===== src/hw/tmr8_regs.svh =====
// register offsets, field positions, reset values and codes of the two-channel 8-bit timer
`ifndef TMR8_REGS_SVH
`define TMR8_REGS_SVH

`define TMR8_ADDR_W        8
`define TMR8_OFF_STAT0     8'h00
`define TMR8_OFF_STAT1     8'h04
`define TMR8_OFF_CNT0      8'h08
`define TMR8_OFF_CNT1      8'h0C
`define TMR8_OFF_CMPA0     8'h10
`define TMR8_OFF_CMPB0     8'h14
`define TMR8_OFF_CMPA1     8'h18
`define TMR8_OFF_CMPB1     8'h1C
`define TMR8_OFF_CTRL0     8'h20
`define TMR8_OFF_CTRL1     8'h24

`define TMR8_BIT_MB        7
`define TMR8_BIT_MA        6
`define TMR8_BIT_OVF       5
`define TMR8_BIT_ADC_TRIGGER_ENABLE      4
`define TMR8_BIT_RSVD      4
`define TMR8_BIT_ACTB_HI   3
`define TMR8_BIT_ACTB_LO   2
`define TMR8_BIT_ACTA_HI   1
`define TMR8_BIT_ACTA_LO   0

`define TMR8_BIT_MBIE      7
`define TMR8_BIT_MAIE      6
`define TMR8_BIT_OVERFLOW_IRQ_ENABLE      5
`define TMR8_BIT_CLR_HI    4
`define TMR8_BIT_CLR_LO    3
`define TMR8_BIT_CKS_HI    2
`define TMR8_BIT_CKS_LO    0

`define TMR8_RST_BYTE      8'h00
`define TMR8_RST_CMP       8'hFF
`define TMR8_CNT_MAX       8'hFF
`define TMR8_RSVD_VAL      1'b1

`define TMR8_RESP_OKAY     2'h0
`define TMR8_RESP_SLVERR   2'h2

`endif


===== src/hw/tmr8_pkg.sv =====
// types shared by the two-channel 8-bit timer
package tmr8_pkg;

  typedef enum logic [1:0] {
    TMR8_ACT_KEEP   = 2'b00,
    TMR8_ACT_LOW    = 2'b01,
    TMR8_ACT_HIGH   = 2'b10,
    TMR8_ACT_TOGGLE = 2'b11
  } tmr8_act_e;

  typedef enum logic [1:0] {
    TMR8_CLR_NONE  = 2'b00,
    TMR8_CLR_MA    = 2'b01,
    TMR8_CLR_MB    = 2'b10,
    TMR8_CLR_EXT   = 2'b11
  } tmr8_clr_e;

  typedef enum logic [2:0] {
    TMR8_CKS_STOP    = 3'b000,
    TMR8_CKS_CORE    = 3'b001,
    TMR8_CKS_CASCADE = 3'b100
  } tmr8_cks_e;

  typedef struct packed {
    logic      mb_irq_en;
    logic      ma_irq_en;
    logic      ovf_irq_en;
    tmr8_clr_e clr_sel;
    logic [2:0] clk_sel;
  } tmr8_ctrl_s;

  typedef struct packed {
    logic      adc_trig_en;
    tmr8_act_e act_b;
    tmr8_act_e act_a;
  } tmr8_cfg_s;

endpackage


===== src/hw/tmr8_ctrl.sv =====
// two-channel 8-bit timer: counters, match/overflow flags, output pins, AXI4-Lite registers
//
// Overview of operation
// - ch0 counting ch1 overflow and ch1 counting ch0 match A together: neither counts.
// - ch0 match B flag sets when ch0 counter equals ch0 compare B.
// - ch0 match A flag sets when ch0 counter equals ch0 compare A.
// - ch0 overflow flag sets when ch0 counter wraps from FF to 00.
// - match B flag clears over the bus only by reading it as 1, then writing 0.
// - match A flag clears over the bus only by reading it as 1, then writing 0.
// - overflow flag clears only by reading it as 1, then writing 0.
// - transfer controller serving the match B request clears match B flag.
// - transfer controller serving the match A request clears match A flag.
// - writing 1 to any status flag has no effect.
// - ch0 status bit 4 gates converter start requests on ch0 match A.
// - ch0 match B drives ch0 pin: keep, low, high or toggle.
// - ch0 match A drives ch0 pin by its own select, same encoding.
// - ch1 match B flag sets when ch1 counter equals ch1 compare B.
// - ch1 match A flag sets when ch1 counter equals ch1 compare A.
// - ch1 overflow flag sets when ch1 counter wraps from FF to 00.
// - ch1 status bit 4 reads as 1, writes ignored.
// - ch1 match B drives ch1 pin: keep, low, high or toggle.
// - ch1 match A drives ch1 pin by its own select, same encoding.
// - clear select: never, on match A, on match B, or external input rising edge.
// - overflow request raised only while overflow flag and its enable are both 1.
`timescale 1ns/1ps
`include "tmr8_regs.svh"

module tmr8_ctrl
(
  input  wire logic                     core_clk,
  input  wire logic                     reset,
  input  wire logic [`TMR8_ADDR_W-1:0]  s_axi_awaddr,
  input  wire logic [2:0]               s_axi_awprot,
  input  wire logic                     s_axi_awvalid,
  output logic                          s_axi_awready,
  input  wire logic [31:0]              s_axi_wdata,
  input  wire logic [3:0]               s_axi_wstrb,
  input  wire logic                     s_axi_wvalid,
  output logic                          s_axi_wready,
  output logic [1:0]                    s_axi_bresp,
  output logic                          s_axi_bvalid,
  input  wire logic                     s_axi_bready,
  input  wire logic [`TMR8_ADDR_W-1:0]  s_axi_araddr,
  input  wire logic [2:0]               s_axi_arprot,
  input  wire logic                     s_axi_arvalid,
  output logic                          s_axi_arready,
  output logic [31:0]                   s_axi_rdata,
  output logic [1:0]                    s_axi_rresp,
  output logic                          s_axi_rvalid,
  input  wire logic                     s_axi_rready,
  input  wire logic [1:0]               ext_clear_in,
  input  wire logic [1:0]               dtc_served_a,
  input  wire logic [1:0]               dtc_served_b,
  output logic                          chan0_output_pin,
  output logic                          chan1_output_pin,
  output logic                          adc_start_req,
  output logic [1:0]                    match_a_irq,
  output logic [1:0]                    match_b_irq,
  output logic [1:0]                    overflow_irq
);

  // ==========
  // helpers
  function automatic logic hit(input logic [`TMR8_ADDR_W-1:0] a,
                               input logic [`TMR8_ADDR_W-1:0] off);
    hit = (a == off);
  endfunction

  function automatic logic pin_act(input logic cur, input tmr8_pkg::tmr8_act_e act);
    pin_act = (act == tmr8_pkg::TMR8_ACT_LOW)    ? 1'b0 :
              (act == tmr8_pkg::TMR8_ACT_HIGH)   ? 1'b1 :
              (act == tmr8_pkg::TMR8_ACT_TOGGLE) ? ~cur : cur;
  endfunction

  function automatic logic is_mapped(input logic [`TMR8_ADDR_W-1:0] a);
    is_mapped = hit(a, `TMR8_OFF_STAT0) | hit(a, `TMR8_OFF_STAT1) |
                hit(a, `TMR8_OFF_CNT0)  | hit(a, `TMR8_OFF_CNT1)  |
                hit(a, `TMR8_OFF_CMPA0) | hit(a, `TMR8_OFF_CMPB0) |
                hit(a, `TMR8_OFF_CMPA1) | hit(a, `TMR8_OFF_CMPB1) |
                hit(a, `TMR8_OFF_CTRL0) | hit(a, `TMR8_OFF_CTRL1);
  endfunction

  // ==========
  // AXI4-Lite slave
  logic                     awready_reg;
  logic                     wready_reg;
  logic                     bvalid_reg;
  logic [1:0]               bresp_reg;
  logic                     arready_reg;
  logic                     rvalid_reg;
  logic [1:0]               rresp_reg;
  logic [31:0]              rdata_reg;
  logic                     aw_full_reg;
  logic                     w_full_reg;
  logic [`TMR8_ADDR_W-1:0]  waddr_reg;
  logic [7:0]               wbyte_reg;
  logic                     wlane_reg;
  logic [7:0]               rd_byte;

  wire aw_hs        = s_axi_awvalid & awready_reg;
  wire w_hs         = s_axi_wvalid & wready_reg;
  wire ar_hs        = s_axi_arvalid & arready_reg;
  wire do_write     = aw_full_reg & w_full_reg & ~bvalid_reg;
  wire aw_full_next = (aw_full_reg | aw_hs) & ~do_write;
  wire w_full_next  = (w_full_reg | w_hs) & ~do_write;
  wire rvalid_next  = ar_hs | (rvalid_reg & ~s_axi_rready);
  wire wr_en        = do_write & wlane_reg;

  always_ff @(posedge core_clk)
  begin
    if (reset)
    begin
      awready_reg <= 1'b0;
      wready_reg  <= 1'b0;
      aw_full_reg <= 1'b0;
      w_full_reg  <= 1'b0;
      bvalid_reg  <= 1'b0;
      arready_reg <= 1'b0;
      rvalid_reg  <= 1'b0;
    end
    else
    begin
      awready_reg <= ~aw_full_next;
      wready_reg  <= ~w_full_next;
      aw_full_reg <= aw_full_next;
      w_full_reg  <= w_full_next;
      bvalid_reg  <= do_write | (bvalid_reg & ~s_axi_bready);
      arready_reg <= ~rvalid_next;
      rvalid_reg  <= rvalid_next;
    end
  end

  always_ff @(posedge core_clk)
  begin
    if (reset)
    begin
      waddr_reg <= '0;
      wbyte_reg <= `TMR8_RST_BYTE;
      wlane_reg <= 1'b0;
      bresp_reg <= `TMR8_RESP_OKAY;
      rresp_reg <= `TMR8_RESP_OKAY;
      rdata_reg <= '0;
    end
    else
    begin
      if (aw_hs)
        waddr_reg <= s_axi_awaddr;
      if (w_hs)
      begin
        wbyte_reg <= s_axi_wdata[7:0];
        wlane_reg <= s_axi_wstrb[0];
      end
      if (do_write)
        bresp_reg <= is_mapped(waddr_reg) ? `TMR8_RESP_OKAY : `TMR8_RESP_SLVERR;
      if (ar_hs)
      begin
        rresp_reg <= is_mapped(s_axi_araddr) ? `TMR8_RESP_OKAY : `TMR8_RESP_SLVERR;
        rdata_reg <= {24'h000000, rd_byte};
      end
    end
  end

  assign s_axi_awready = awready_reg;
  assign s_axi_wready  = wready_reg;
  assign s_axi_bvalid  = bvalid_reg;
  assign s_axi_bresp   = bresp_reg;
  assign s_axi_arready = arready_reg;
  assign s_axi_rvalid  = rvalid_reg;
  assign s_axi_rresp   = rresp_reg;
  assign s_axi_rdata   = rdata_reg;

  // ==========
  // per-channel state
  logic [7:0]             cnt_reg    [2];
  logic [7:0]             cmpa_reg   [2];
  logic [7:0]             cmpb_reg   [2];
  tmr8_pkg::tmr8_ctrl_s   ctrl_reg   [2];
  tmr8_pkg::tmr8_cfg_s    cfg_reg    [2];
  logic [1:0]             ma_reg;
  logic [1:0]             mb_reg;
  logic [1:0]             ovf_reg;
  logic [1:0]             arm_ma_reg;
  logic [1:0]             arm_mb_reg;
  logic [1:0]             arm_ovf_reg;
  logic [1:0]             eqa_dly_reg;
  logic [1:0]             eqb_dly_reg;
  logic [1:0]             ext_dly_reg;
  logic [1:0]             pin_reg;
  logic [1:0]             ma_irq_reg;
  logic [1:0]             mb_irq_reg;
  logic [1:0]             ovf_irq_reg;
  logic                   adc_reg;

  logic [1:0]             evt_a;
  logic [1:0]             evt_b;
  logic [1:0]             ovf_evt;
  logic [1:0]             tick;

  // ==========
  // count sources and cascade
  wire casc0     = (ctrl_reg[0].clk_sel == tmr8_pkg::TMR8_CKS_CASCADE);
  wire casc1     = (ctrl_reg[1].clk_sel == tmr8_pkg::TMR8_CKS_CASCADE);
  wire casc_loop = casc0 & casc1;
  assign tick[0] = (ctrl_reg[0].clk_sel == tmr8_pkg::TMR8_CKS_CORE) |
                   (casc0 & ~casc_loop & ovf_evt[1]);
  assign tick[1] = (ctrl_reg[1].clk_sel == tmr8_pkg::TMR8_CKS_CORE) |
                   (casc1 & ~casc_loop & evt_a[0]);

  // ==========
  // register read mux
  wire [7:0] stat0 = {mb_reg[0], ma_reg[0], ovf_reg[0], cfg_reg[0]};
  wire [7:0] stat1 = {mb_reg[1], ma_reg[1], ovf_reg[1], `TMR8_RSVD_VAL,
                      cfg_reg[1].act_b, cfg_reg[1].act_a};
  assign rd_byte =
    hit(s_axi_araddr, `TMR8_OFF_STAT0) ? stat0 :
    hit(s_axi_araddr, `TMR8_OFF_STAT1) ? stat1 :
    hit(s_axi_araddr, `TMR8_OFF_CNT0)  ? cnt_reg[0] :
    hit(s_axi_araddr, `TMR8_OFF_CNT1)  ? cnt_reg[1] :
    hit(s_axi_araddr, `TMR8_OFF_CMPA0) ? cmpa_reg[0] :
    hit(s_axi_araddr, `TMR8_OFF_CMPB0) ? cmpb_reg[0] :
    hit(s_axi_araddr, `TMR8_OFF_CMPA1) ? cmpa_reg[1] :
    hit(s_axi_araddr, `TMR8_OFF_CMPB1) ? cmpb_reg[1] :
    hit(s_axi_araddr, `TMR8_OFF_CTRL0) ? ctrl_reg[0] :
    hit(s_axi_araddr, `TMR8_OFF_CTRL1) ? ctrl_reg[1] : `TMR8_RST_BYTE;

  // ==========
  // channel logic
  genvar gi;
  generate
    for (gi = 0; gi < 2; gi = gi + 1)
    begin : g_chan
      wire [`TMR8_ADDR_W-1:0] off_stat = (gi == 0) ? `TMR8_OFF_STAT0 : `TMR8_OFF_STAT1;
      wire [`TMR8_ADDR_W-1:0] off_cnt  = (gi == 0) ? `TMR8_OFF_CNT0  : `TMR8_OFF_CNT1;
      wire [`TMR8_ADDR_W-1:0] off_cmpa = (gi == 0) ? `TMR8_OFF_CMPA0 : `TMR8_OFF_CMPA1;
      wire [`TMR8_ADDR_W-1:0] off_cmpb = (gi == 0) ? `TMR8_OFF_CMPB0 : `TMR8_OFF_CMPB1;
      wire [`TMR8_ADDR_W-1:0] off_ctrl = (gi == 0) ? `TMR8_OFF_CTRL0 : `TMR8_OFF_CTRL1;

      wire st_rd   = ar_hs & hit(s_axi_araddr, off_stat);
      wire st_wr   = wr_en & hit(waddr_reg, off_stat);
      wire cnt_wr  = wr_en & hit(waddr_reg, off_cnt);
      wire cmpa_wr = wr_en & hit(waddr_reg, off_cmpa);
      wire cmpb_wr = wr_en & hit(waddr_reg, off_cmpb);
      wire ctrl_wr = wr_en & hit(waddr_reg, off_ctrl);

      wire eq_a    = (cnt_reg[gi] == cmpa_reg[gi]);
      wire eq_b    = (cnt_reg[gi] == cmpb_reg[gi]);
      assign evt_a[gi] = eq_a & ~eqa_dly_reg[gi];
      assign evt_b[gi] = eq_b & ~eqb_dly_reg[gi];
      wire ext_rise = ext_clear_in[gi] & ~ext_dly_reg[gi];

      wire clr_now = ((ctrl_reg[gi].clr_sel == tmr8_pkg::TMR8_CLR_MA)  & evt_a[gi]) |
                     ((ctrl_reg[gi].clr_sel == tmr8_pkg::TMR8_CLR_MB)  & evt_b[gi]) |
                     ((ctrl_reg[gi].clr_sel == tmr8_pkg::TMR8_CLR_EXT) & ext_rise);
      assign ovf_evt[gi] = tick[gi] & ~clr_now & (cnt_reg[gi] == `TMR8_CNT_MAX);

      // a write of 0 clears only after a read that saw the flag set; set wins
      wire clr_ma  = (st_wr & ~wbyte_reg[`TMR8_BIT_MA] & arm_ma_reg[gi]) |
                     dtc_served_a[gi];
      wire clr_mb  = (st_wr & ~wbyte_reg[`TMR8_BIT_MB] & arm_mb_reg[gi]) |
                     dtc_served_b[gi];
      wire clr_ovf = st_wr & ~wbyte_reg[`TMR8_BIT_OVF] & arm_ovf_reg[gi];
      wire ma_next  = evt_a[gi] | (ma_reg[gi] & ~clr_ma);
      wire mb_next  = evt_b[gi] | (mb_reg[gi] & ~clr_mb);
      wire ovf_next = ovf_evt[gi] | (ovf_reg[gi] & ~clr_ovf);

      wire [7:0] cnt_next = cnt_wr   ? wbyte_reg :
                            clr_now  ? `TMR8_RST_BYTE :
                            tick[gi] ? 8'(cnt_reg[gi] + 8'h01) : cnt_reg[gi];

      // match A applied first, match B last when both land together
      wire pin_a    = evt_a[gi] ? pin_act(pin_reg[gi], cfg_reg[gi].act_a) : pin_reg[gi];
      wire pin_next = evt_b[gi] ? pin_act(pin_a, cfg_reg[gi].act_b) : pin_a;

      always_ff @(posedge core_clk)
      begin
        if (reset)
        begin
          cnt_reg[gi]     <= `TMR8_RST_BYTE;
          cmpa_reg[gi]    <= `TMR8_RST_CMP;
          cmpb_reg[gi]    <= `TMR8_RST_CMP;
          ctrl_reg[gi]    <= tmr8_pkg::tmr8_ctrl_s'(`TMR8_RST_BYTE);
          cfg_reg[gi]     <= '0;
          ma_reg[gi]      <= 1'b0;
          mb_reg[gi]      <= 1'b0;
          ovf_reg[gi]     <= 1'b0;
          arm_ma_reg[gi]  <= 1'b0;
          arm_mb_reg[gi]  <= 1'b0;
          arm_ovf_reg[gi] <= 1'b0;
          eqa_dly_reg[gi] <= 1'b0;
          eqb_dly_reg[gi] <= 1'b0;
          ext_dly_reg[gi] <= 1'b0;
          pin_reg[gi]     <= 1'b0;
          ma_irq_reg[gi]  <= 1'b0;
          mb_irq_reg[gi]  <= 1'b0;
          ovf_irq_reg[gi] <= 1'b0;
        end
        else
        begin
          cnt_reg[gi]     <= cnt_next;
          ma_reg[gi]      <= ma_next;
          mb_reg[gi]      <= mb_next;
          ovf_reg[gi]     <= ovf_next;
          // arming drops on any status write; a read in the same cycle re-arms
          arm_ma_reg[gi]  <= (st_rd & ma_reg[gi]) | (arm_ma_reg[gi] & ~st_wr);
          arm_mb_reg[gi]  <= (st_rd & mb_reg[gi]) | (arm_mb_reg[gi] & ~st_wr);
          arm_ovf_reg[gi] <= (st_rd & ovf_reg[gi]) | (arm_ovf_reg[gi] & ~st_wr);
          eqa_dly_reg[gi] <= eq_a;
          eqb_dly_reg[gi] <= eq_b;
          ext_dly_reg[gi] <= ext_clear_in[gi];
          pin_reg[gi]     <= pin_next;
          ma_irq_reg[gi]  <= ma_next & ctrl_reg[gi].ma_irq_en;
          mb_irq_reg[gi]  <= mb_next & ctrl_reg[gi].mb_irq_en;
          ovf_irq_reg[gi] <= ovf_next & ctrl_reg[gi].ovf_irq_en;
          if (cmpa_wr)
            cmpa_reg[gi]  <= wbyte_reg;
          if (cmpb_wr)
            cmpb_reg[gi]  <= wbyte_reg;
          if (ctrl_wr)
            ctrl_reg[gi]  <= tmr8_pkg::tmr8_ctrl_s'(wbyte_reg);
          if (st_wr)
          begin
            cfg_reg[gi].act_b <= tmr8_pkg::tmr8_act_e'(wbyte_reg[`TMR8_BIT_ACTB_HI:`TMR8_BIT_ACTB_LO]);
            cfg_reg[gi].act_a <= tmr8_pkg::tmr8_act_e'(wbyte_reg[`TMR8_BIT_ACTA_HI:`TMR8_BIT_ACTA_LO]);
            // channel 1 bit 4 is fixed; only channel 0 keeps the trigger enable
            cfg_reg[gi].adc_trig_en <= (gi == 0) ? wbyte_reg[`TMR8_BIT_ADC_TRIGGER_ENABLE] : 1'b0;
          end
        end
      end
    end
  endgenerate

  // ==========
  // converter start request and pins
  always_ff @(posedge core_clk)
  begin
    if (reset)
      adc_reg <= 1'b0;
    else
      adc_reg <= evt_a[0] & cfg_reg[0].adc_trig_en;
  end

  assign chan0_output_pin = pin_reg[0];
  assign chan1_output_pin = pin_reg[1];
  assign adc_start_req    = adc_reg;
  assign match_a_irq      = ma_irq_reg;
  assign match_b_irq      = mb_irq_reg;
  assign overflow_irq     = ovf_irq_reg;

endmodule


===== config.mk =====
export PLATFORM = sky130hd
export DESIGN_NAME = tmr8_ctrl
export DESIGN_NICKNAME = d
export VERILOG_FILES = /design/src/hw/tmr8_pkg.sv /design/src/hw/tmr8_ctrl.sv
export VERILOG_INCLUDE_DIRS = /design/src /design/src/hw
export SDC_FILE = /design/constraint.sdc
export NUM_CORES = 1
export LEC_CHECK = 0
export ABC_AREA = 1
export BUFFER_PORTS_ARGS = -buffer_cell sky130_fd_sc_hd__buf_2
export CORE_MARGIN = 4
export CORE_UTILIZATION = 51
export CTS_CLUSTER_DIAMETER = 60
export DETAILED_ROUTE_END_ITERATION = 6
export HOLD_SLACK_MARGIN = 0.02
export PLACE_DENSITY = 0.83
export SYNTH_ARGS = -nofsm -noshare
export SYNTH_HDL_FRONTEND = slang
export SYNTH_SLANG_ARGS = --single-unit
export TNS_END_PERCENT = 100

===== constraint.sdc =====
create_clock -name core_clk -period 2.01 [get_ports core_clk]
set_input_delay 0.5025 -clock core_clk [delete_from_list [all_inputs] [get_ports core_clk]]
set_output_delay 0.5025 -clock core_clk [all_outputs]
set_load 0.05 [all_outputs]

-- Word-level counts from Yosys, hierarchy flattened
Memories as Yosys holds them, arrays and structs flattened.
Cells that the tools add are included.
- multiplexer cells: 75
- equal/unequal tests: 46
- bitwise gates (word level): 169
- reductions and logical operators: 2
- add/subtract/negate cells: 2
- operators by type and width (cell ; count):
    $mux 8 ; 24
    $and 1x1->1 ; 80
    $eq 8x5->1 const B ; 8
    $or 1x1->1 ; 58
    $mux 1 ; 45
    $eq 8x4->1 const B ; 4
    $eq 8x6->1 const B ; 4
    $eq 8x8->1 ; 4
    $not 1->1 ; 31
    $eq 2x2->1 const B ; 12
    $add 8x1->8 const B ; 2
    $eq 8x3->1 const B ; 2
    $eq 8x8->1 const B ; 2
    $logic_not 8->1 ; 2
    $eq 2x1->1 const B ; 6
    $mux 2 ; 6
    $eq 3x1->1 const B ; 2
    $eq 3x3->1 const B ; 2
- bits of input ports: 71
- memories: 5
- output and inout bits: 50
- register bits: 63
- word-level logic and storage cells: 339
- bits in writable memories: 74
- memory list (memory ; depth ; width ; rd ports ; clocked after Yosys merged registers in ; write ports ; line ; RTL):
    cmpa_reg ; 2 ; 8 ; 2 ; 0 ; 2 ; tmr8_ctrl.sv:175 ; logic [7:0] cmpa_reg [2];
    cmpb_reg ; 2 ; 8 ; 2 ; 0 ; 2 ; tmr8_ctrl.sv:176 ; logic [7:0] cmpb_reg [2];
    cnt_reg ; 2 ; 8 ; 2 ; 0 ; 2 ; tmr8_ctrl.sv:174 ; logic [7:0] cnt_reg [2];
    ctrl_reg ; 2 ; 8 ; 2 ; 0 ; 2 ; tmr8_ctrl.sv:177 ; tmr8_pkg::tmr8_ctrl_s ctrl_reg [2];
    cfg_reg ; 2 ; 5 ; 2 ; 0 ; 2 ; tmr8_ctrl.sv:178 ; tmr8_pkg::tmr8_cfg_s cfg_reg [2];

-- Depth between registers and ports, before layout
Gate-level depths: netlist of run 1.
An unclocked memory read counts as a cell.
- depth after elaboration: 15
- depth in mapped cells: 16
- gate-level depth less buffers: 15

-- Least setup slack after synthesis of run 1
No wires, ideal clock.
- path kind: reg-to-reg
- from: register waddr_reg[0]
- to: memory ctrl_reg[0][0] (netlist bit) (enable)
- data required time: 1.626 ns
- buffers on the path: 0
- stages on the path, launching flop included: 8
- arrival time: 1.554 ns
- slack: 0.072 ns
- library setup time: 0.384 ns
- period minus slack after synthesis: 1.938 ns
- cells stage by stage: dfxtp_1 nor2_1 inv_1 nor3_1 inv_1 nor2_1 inv_1 o21ai_0
- RTL lines (element ; line ; RTL):
    start, declared ; tmr8_ctrl.sv:95 ; logic [`TMR8_ADDR_W-1:0] waddr_reg;
    start signal, assigned ; tmr8_ctrl.sv:147 ; waddr_reg <= s_axi_awaddr;
    end, declared ; tmr8_ctrl.sv:177 ;

==> results of run 1 <==
## layout make-up
| type | count | area, um2 | area share (%) |
|---|---|---|---|
| Timing Repair Buffer | 138 | 933 | 10.7 |
| Tap cell | 176 | 220 | 2.52 |
| Clock buffer | 20 | 478 | 5.48 |
| Inverter | 144 | 541 | 6.19 |
| Clock inverter | 12 | 138 | 1.58 |
| Multi-Input combinational cell | 652 | 3140 | 36.0 |
| Sequential cell | 134 | 3270 | 37.5 |
## Yosys cell counts, drive strengths merged
cell type	instances	area (um2)
o22ai	9	56.3
buf	36	258
conb	1	3.75
clkbuf	11	41.3
dfxtp	77	1540
nand3b	2	15.0
o21ai	54	270
o221ai	1	8.76
a22o	2	17.5
a21oi	48	263
a31oi	1	6.26
ha	2	25.0
inv	140	526
nor3	27	135
clkinv	4	15.0
nor4	4	46.3
a211oi	1	7.51
nand2	238	913
and2	1	6.26
o211ai	1	7.51
xor2	18	158
nand3	38	235
nand4	20	125
edfxtp	57	1710
nor2	152	618
o31ai	4	30.0
a311oi	1	8.76
## how the worst max path moves through the flow
| stage | to | cells past startpoint |
|---|---|---|
| final | cnt_reg[0][3]$_SDFFE_PP0P_ | 12 |
| after global routing | cnt_reg[0][3]$_SDFFE_PP0P_ | 14 |
| after CTS | cnt_reg[0][4]$_SDFFE_PP0P_ | 13 |
| after detailed placement | s_axi_rdata[1]$_SDFFE_PP0P_ | 11 |
| after global placement | s_axi_rdata[1]$_SDFFE_PP0P_ | 11 |
| after floorplan | ctrl_reg[0][0]$_SDFFCE_PN0P_ | 7 |
## timing repair
action | in CTS | in global routing
buffers inserted | 1 | 8
cloned | 0 | 2
pin swaps | 1 | 5
setup endpoints to repair | 4 | 39
resized for setup | 3 | 36
## layer usage
metal  global-route usage, %  part of all wire [%]  vias to the layer above
met2                    41.8                    46                      397
met4                    14.2                   4.5                        0
met5                       0                     0                        -
met3                    5.37                    11                       75
li1                        -                     -                     3266
met1                    35.0                    39                     3105
## per-stage QoR
step                instance area, um2  hold slack, ns
floorplan                         7140           0.444
global placement                  7930           0.450
detailed placement                7930           0.455
CTS                               8570           0.294
global route                      8730           0.312
finish                            8730           0.297
## power by group through the flow
stage	Clock [W]	Combinational (W)	Sequential (W)
3_3_place_gp	0	0.000625	0.00301
5_1_grt	0.00334	0.000715	0.00296
2_1_floorplan	0	0.000428	0.00303
6_report	0.00322	0.000666	0.00296
4_1_cts	0.00323	0.000644	0.00296
3_5_place_dp	0	0.000636	0.00301
## kinds of logic after synthesis
group | after synthesis
flip-flops | 134
buffers and inverters | 191
XOR/XNOR | 18
AO/OA/AOI/OAI | 122
other | 1
adder cells (fa/ha/maj) | 2
AND/OR/NAND/NOR | 482
## worst max-delay path: stages (launching register included)
cell and delay (ns):
dfxtp_4 0.38, ha_1 0.16, nand2_1 0.06, inv_1 0.10
nand4_1 0.15, nor2_2 0.18, nand2_2 0.10, a21oi_4 0.16
nand3_4 0.14, buf_4 0.18, nand4_1 0.08, nand2_1 0.08
nor2_2 0.12
==> results.md, run 1 <==
- Initial antenna violation count: 0
- Reg-to-reg startpoint: cnt_reg[1][0]$_SDFFE_PP0P_
- Pint: approximately 0.0051 W
- Setup ws final: 0.0466 ns
- Antenna fix cells: 0
- Sequential share of the synthesized area: 46.1%
- Core area: roughly 13000 um2
- Min-delay worst type: input pin to flop
- Sw Ratio: a little over a quarter
- Fin crit share: between 90% and 100%
- Pwr Density: approximately 780 nW/um2
- Cells after Synth: between 900 and 1000
- Reg2reg setup slack: approximately 0.047 ns
- Synth Area in Adders: less than 1%
- Vias/cell: about 5.4
- Number of buffers created by CTS: 17
- Final min period: between 1.5 and 2 ns
- Max Slew Vio Count: 0
- Fmax: slightly above 500 MHz
- Detail Placement HPWL: roughly 15000 um
- Wire per inst: 16.6 um
- Std cell rows: 42
- Gpl congestion: around 1.0
- Placed Cells: between 1000 and 1500
- Skew-Pair Late Insertion Delay: between 0.4 and 0.5 ns
- Setup_tns: 0 ns
- Largest family of logic cells by synthesized area: simple AND/OR/NAND/NOR gates
- Worst-path fanout max: 5
- CTS tree: built
- Fin cells: roughly 1300
- Critical Path Source: cnt_reg[1][0]$_SDFFE_PP0P_
- Place WS: -0.173 ns
- Outcome: complete, no violations
- Antenna-violating nets left: 0
- Total power: around 0.0068 W
- Leakage: ~4 nW
- Total Nets Final: 1160
- Share of layout cells above drive strength 1: 22.9%
- Hold wc startpoint: ext_clear_in[1]
- Die width: ~130 um
- Initial drt markers: around 900
- Full die area: around 16000 um2
- Synth Register Bits: 134
- Measured slew at the worst slew-check pin: between 0.6 and 0.7 ns
- Quantity of hold-fixing buffers added after cts: 0
- Root buffer cell: clkbuf_16
- Die Height: 126 um
- CTS Sinks: between 100 and 150
- Largest net degree at the start of global routing: between 40 and 50
- Data required, critical path: approximately 2.4 ns
- Final Hold Viols: 0
- Worst slew margin: 59.8%
- Max-cap viol count: 0
- Port Buffer Count: between 60 and 70
- Worst setup EP type: flop
- CTS clock-pin slew for the worst setup and hold paths: 0.06 ns
- Overflow left after global routing: 0
- Crit Reg-Reg Endpoint: cnt_reg[0][3]$_SDFFE_PP0P_
- DRC: 0
- Critical path arrival: around 2.3 ns
- Commonest non-fill, non-tap cell in the layout: nand2_1
- Mapped Area: around 7000 um2
- Final core occ: 65.1%
- Synth Area in Simple Gates: ~30%
- Clock share of power: ~47%
- RSZ-0062 raised after global routing: yes
- Total Wirelength: 21200 um
- Worst clock skew: around 0.0093 ns
- VDD IR max: 747 uV
- Initial Util: 52.6%
- Fill cell count: between 1000 and 1500
- R2R depth: 12
- Multiplexer share of the synthesized area: 0%
- Comb pwr share: under 10%
- Setup crit start kind: flop
- Xor/xnor share of the synthesized area: ~2.2%
- Setup violators final: 0
- DRT Pass-1 Iters: 5
- First-pass GRT wire length: around 33000 um
- Switching power: 0.00178 W
- I/O pin cnt: between 100 and 150
- WS Path Type: flop to flop
- Commonest non-fill, non-tap cells in the layout: nand2_1 (226), nor2_1 (130), inv_1 (119), buf_4 (73), dfxtp_1 (66)
- Yosys warning total: 0
- Syn avg cell area: ~7.4 um2
- Synthesis-to-finish area growth: 23.8%
- Hold path depth: 3
- Yosys cell types: 41
- Reg power frac: approximately 43%
- Synth Area in Compound Gates: about a tenth
- H-tree lvl count: 4
- DR vias: around 7000
- Number of global-route vias before repair: around 6300
- Hold EP: ext_dly_reg[1]$_SDFF_PP0_
- Clock Path Buffers: 2
- GRT Util Overall: a little over a quarter
(Power assumes the default switching activity.)
==> run 2, diff against run 1 <==
--- a/config.mk
+++ b/config.mk
@@ -8,7 +8,7 @@
 export LEC_CHECK = 0
 export ABC_AREA = 1
 export BUFFER_PORTS_ARGS = -buffer_cell sky130_fd_sc_hd__buf_2
-export CORE_MARGIN = 4
+export CORE_MARGIN = 3
 export CORE_UTILIZATION = 51
 export CTS_CLUSTER_DIAMETER = 60
 export DETAILED_ROUTE_END_ITERATION = 6
==> run 2 against run 1 <==
Effect of this change:
- non-clock buffer count fell by 14
- setup slack worse by 0.024 ns
- register-to-register slack got worse by 0.02 ns
- largest cell class unchanged
==> results.md, run 2 (synthesis results as in run 1) <==
- Max-cap viol count: 0 (unchanged)
- Critical path arrival: 2.34 ns (about the same)
- Crit path max-delay family: simple AND/OR/NAND/NOR gates
- Worst slew margin: 62.1% (+2.2 points)
- Commonest non-fill, non-tap cells in the layout: nand2_1 (228), nor2_1 (134), inv_1 (120), dfxtp_1 (69), buf_2 (61)
- Max Slew Vio Count: 0 (unchanged)
- Core area: 13400 um2 (unchanged)
- WS Path Type: flop to flop
- WHS: 0.301 ns (+0.00396 ns)
- Critical-path cell list: ha_2 > nand2_1 > inv_1 > nand4_1 > nor2_1 > nand2_1 > a21oi_4 > nand3_4 > nand2_1 > nand2_1 > nand2_1 > nand2_1 > nor2_2
- GRT Util Overall: 28.2% (+1.5 points)
- I/O pin cnt: 121 (unchanged)
- Fin crit share: 98.9% (+1.2 points)
- H-tree lvl count: 4 (unchanged)
- Outcome: complete, no violations
- RSZ-0062 raised after global routing: yes
- CTS clock-pin slew for the worst setup and hold paths: 0.06 ns (about the same)
- Crit path largest cell delay: 0.37 ns (about the same)
- Detail Placement HPWL: 15400 um (+0.19%)
- Fill cell count: 1113 (+1.7%)
- Antenna-violating nets left: 0 (unchanged)
- First-pass GRT wire length: 32400 um (-0.84%)
- Setup crit start kind: flop
- Pwr Density: 782 nW/um2 (-0.35%)
- CTS Sinks: 134 (unchanged)
- Wire per inst: 16.7 um (+0.97%)
- CTS tree: built
- DRC: 0 (unchanged)
- Initial Util: 52.6% (unchanged)
- Number of global-route vias before repair: 6407 (+1.3%)
- Worst-path fanout max: 7 (+2)
- Vias/cell: 5.44 (+1.4%)
- Cell mode on critical path: nand2_1
- VDD IR max: 648 uV (-13%)
- Setup ws final: 0.0224 ns (-0.0241 ns)
- Die width: 124 um (-1.6%)
- Skew-Pair Late Insertion Delay: 0.43 ns (about the same)
- Fmax: 503 MHz (-1.2%)
- Total Nets Final: 1146 (-1.2%)
- WP buf/inv: 1 (-1)
- Full die area: 15300 um2 (-3.2%)
- Largest net degree at the start of global routing: 49 (unchanged)
- CP max stage cell: dfxtp_4
- Gpl congestion: 1.01 (-0.22%)
- DR vias: 6865 (+0.32%)
- Root buffer cell: clkbuf_16
- Initial drt markers: 777 (-16%)
- Share of layout cells above drive strength 1: 20.9% (-2.0 points)
- Total Wirelength: 21100 um (-0.14%)
- Setup violators final: 0 (unchanged)
- Clock Path Buffers: 2 (unchanged)
- DRT Pass-1 Iters: 6 (+1)
- Antenna fix cells: 0 (unchanged)
- Number of buffers created by CTS: 17 (unchanged)
- Place WS: -0.182 ns (-0.00951 ns)
- Overflow left after global routing: 0 (unchanged)
- Leakage: 3.86 nW (-1.8%)
- Measured slew at the worst slew-check pin: 0.568 ns (-0.0334 ns)
- Std cell rows: 42 (unchanged)
- Quantity of hold-fixing buffers added after cts: 0 (unchanged)
- Die Height: 124 um (-1.6%)
- Worst clock skew: 0.0102 ns (+0.000873 ns)
- Min-delay worst type: input pin to flop
- Final Hold Viols: 0 (unchanged)
- Port Buffer Count: 61 (unchanged)
- Final min period: 1.99 ns (+0.0241 ns)
- Initial antenna violation count: 0 (unchanged)
- Worst setup EP type: flop
- Data required, critical path: 2.37 ns (about the same)
- Commonest non-fill, non-tap cell in the layout: nand2_1
- Synthesis-to-finish area growth: 21.7%
==> run 2: final cells by class <==
type                            count  area, um2  area share [%]
Tap cell                          176        220            2.57
Clock buffer                       20        479            5.59
Clock inverter                     12        114            1.33
Multi-Input combinational cell    652       3110            36.3
Timing Repair Buffer              124        841            9.80
Inverter                          144        541            6.30
Sequential cell                   134       3270            38.2
==> run 2: power by group <==
group / leakage, nW / internal, W / switching, W
registers: 1.11 / 0.00290 / 0.0000575
logic: 2.46 / 0.000176 / 0.000482
clock network: 0.292 / 0.00186 / 0.00123
==> run 2: timing repair <==
action | 4_1_cts | 5_1_grt
buffers inserted | 0 | 2
gates resized for setup | 4 | 23
setup endpoints to repair | 3 | 37
cloned | 0 | 2
pin swaps | 0 | 5
==> run 2: final timing paths <==
path,startpoint,end,slack [ns],depth (start not counted)
max reg2reg,cnt_reg[1][0]$_SDFFE_PP0P_,overflow_irq[0]$_SDFF_PP0_,0.02,13
min,ext_clear_in[1],ext_dly_reg[1]$_SDFF_PP0_,0.30,3
min reg2reg,arm_mb_reg[1]$_SDFF_PP0_,arm_mb_reg[1]$_SDFF_PP0_,0.47,2
max,cnt_reg[1][0]$_SDFFE_PP0P_,overflow_irq[0]$_SDFF_PP0_,0.02,13
==> run 2: layer usage <==
layer / up-vias / part of all wire, % / routed length, um / track usage, %
met5: - / 0 / 0 / 0
met4: 0 / 5.0 / 1060 / 15.0
met3: 86 / 12 / 2460 / 7.41
met2: 437 / 45 / 9420 / 43.1
met1: 3105 / 39 / 8200 / 36.7
li1: 3237 / - / - / -
==> run 2: metrics by stage <==
stage | std cells | util, % | power [W] | cell area (um2) | TNS, ns
floorplan | 975 | - | 0.00345 | 7140 | 0
global placement | 1226 | 58.9 | 0.00362 | 7890 | -0.257
detailed placement | 1226 | 58.9 | 0.00364 | 7890 | -0.840
CTS | 1258 | 63.3 | 0.00669 | 8490 | 0
global route | 1262 | 64.0 | 0.00689 | 8580 | -0.401
finish | 1262 | 64.0 | 0.00670 | 8580 | 0
==> run 2: worst register-to-register path, stage by stage, from the launching register on <==
cell and delay (ns):
dfxtp_4 0.37, ha_2 0.18, nand2_1 0.05, inv_1 0.10, nand4_1 0.14, nor2_1 0.17
nand2_1 0.12, a21oi_4 0.17, nand3_4 0.17, nand2_1 0.11, nand2_1 0.07, nand2_1 0.06
nand2_1 0.08, nor2_2 0.13
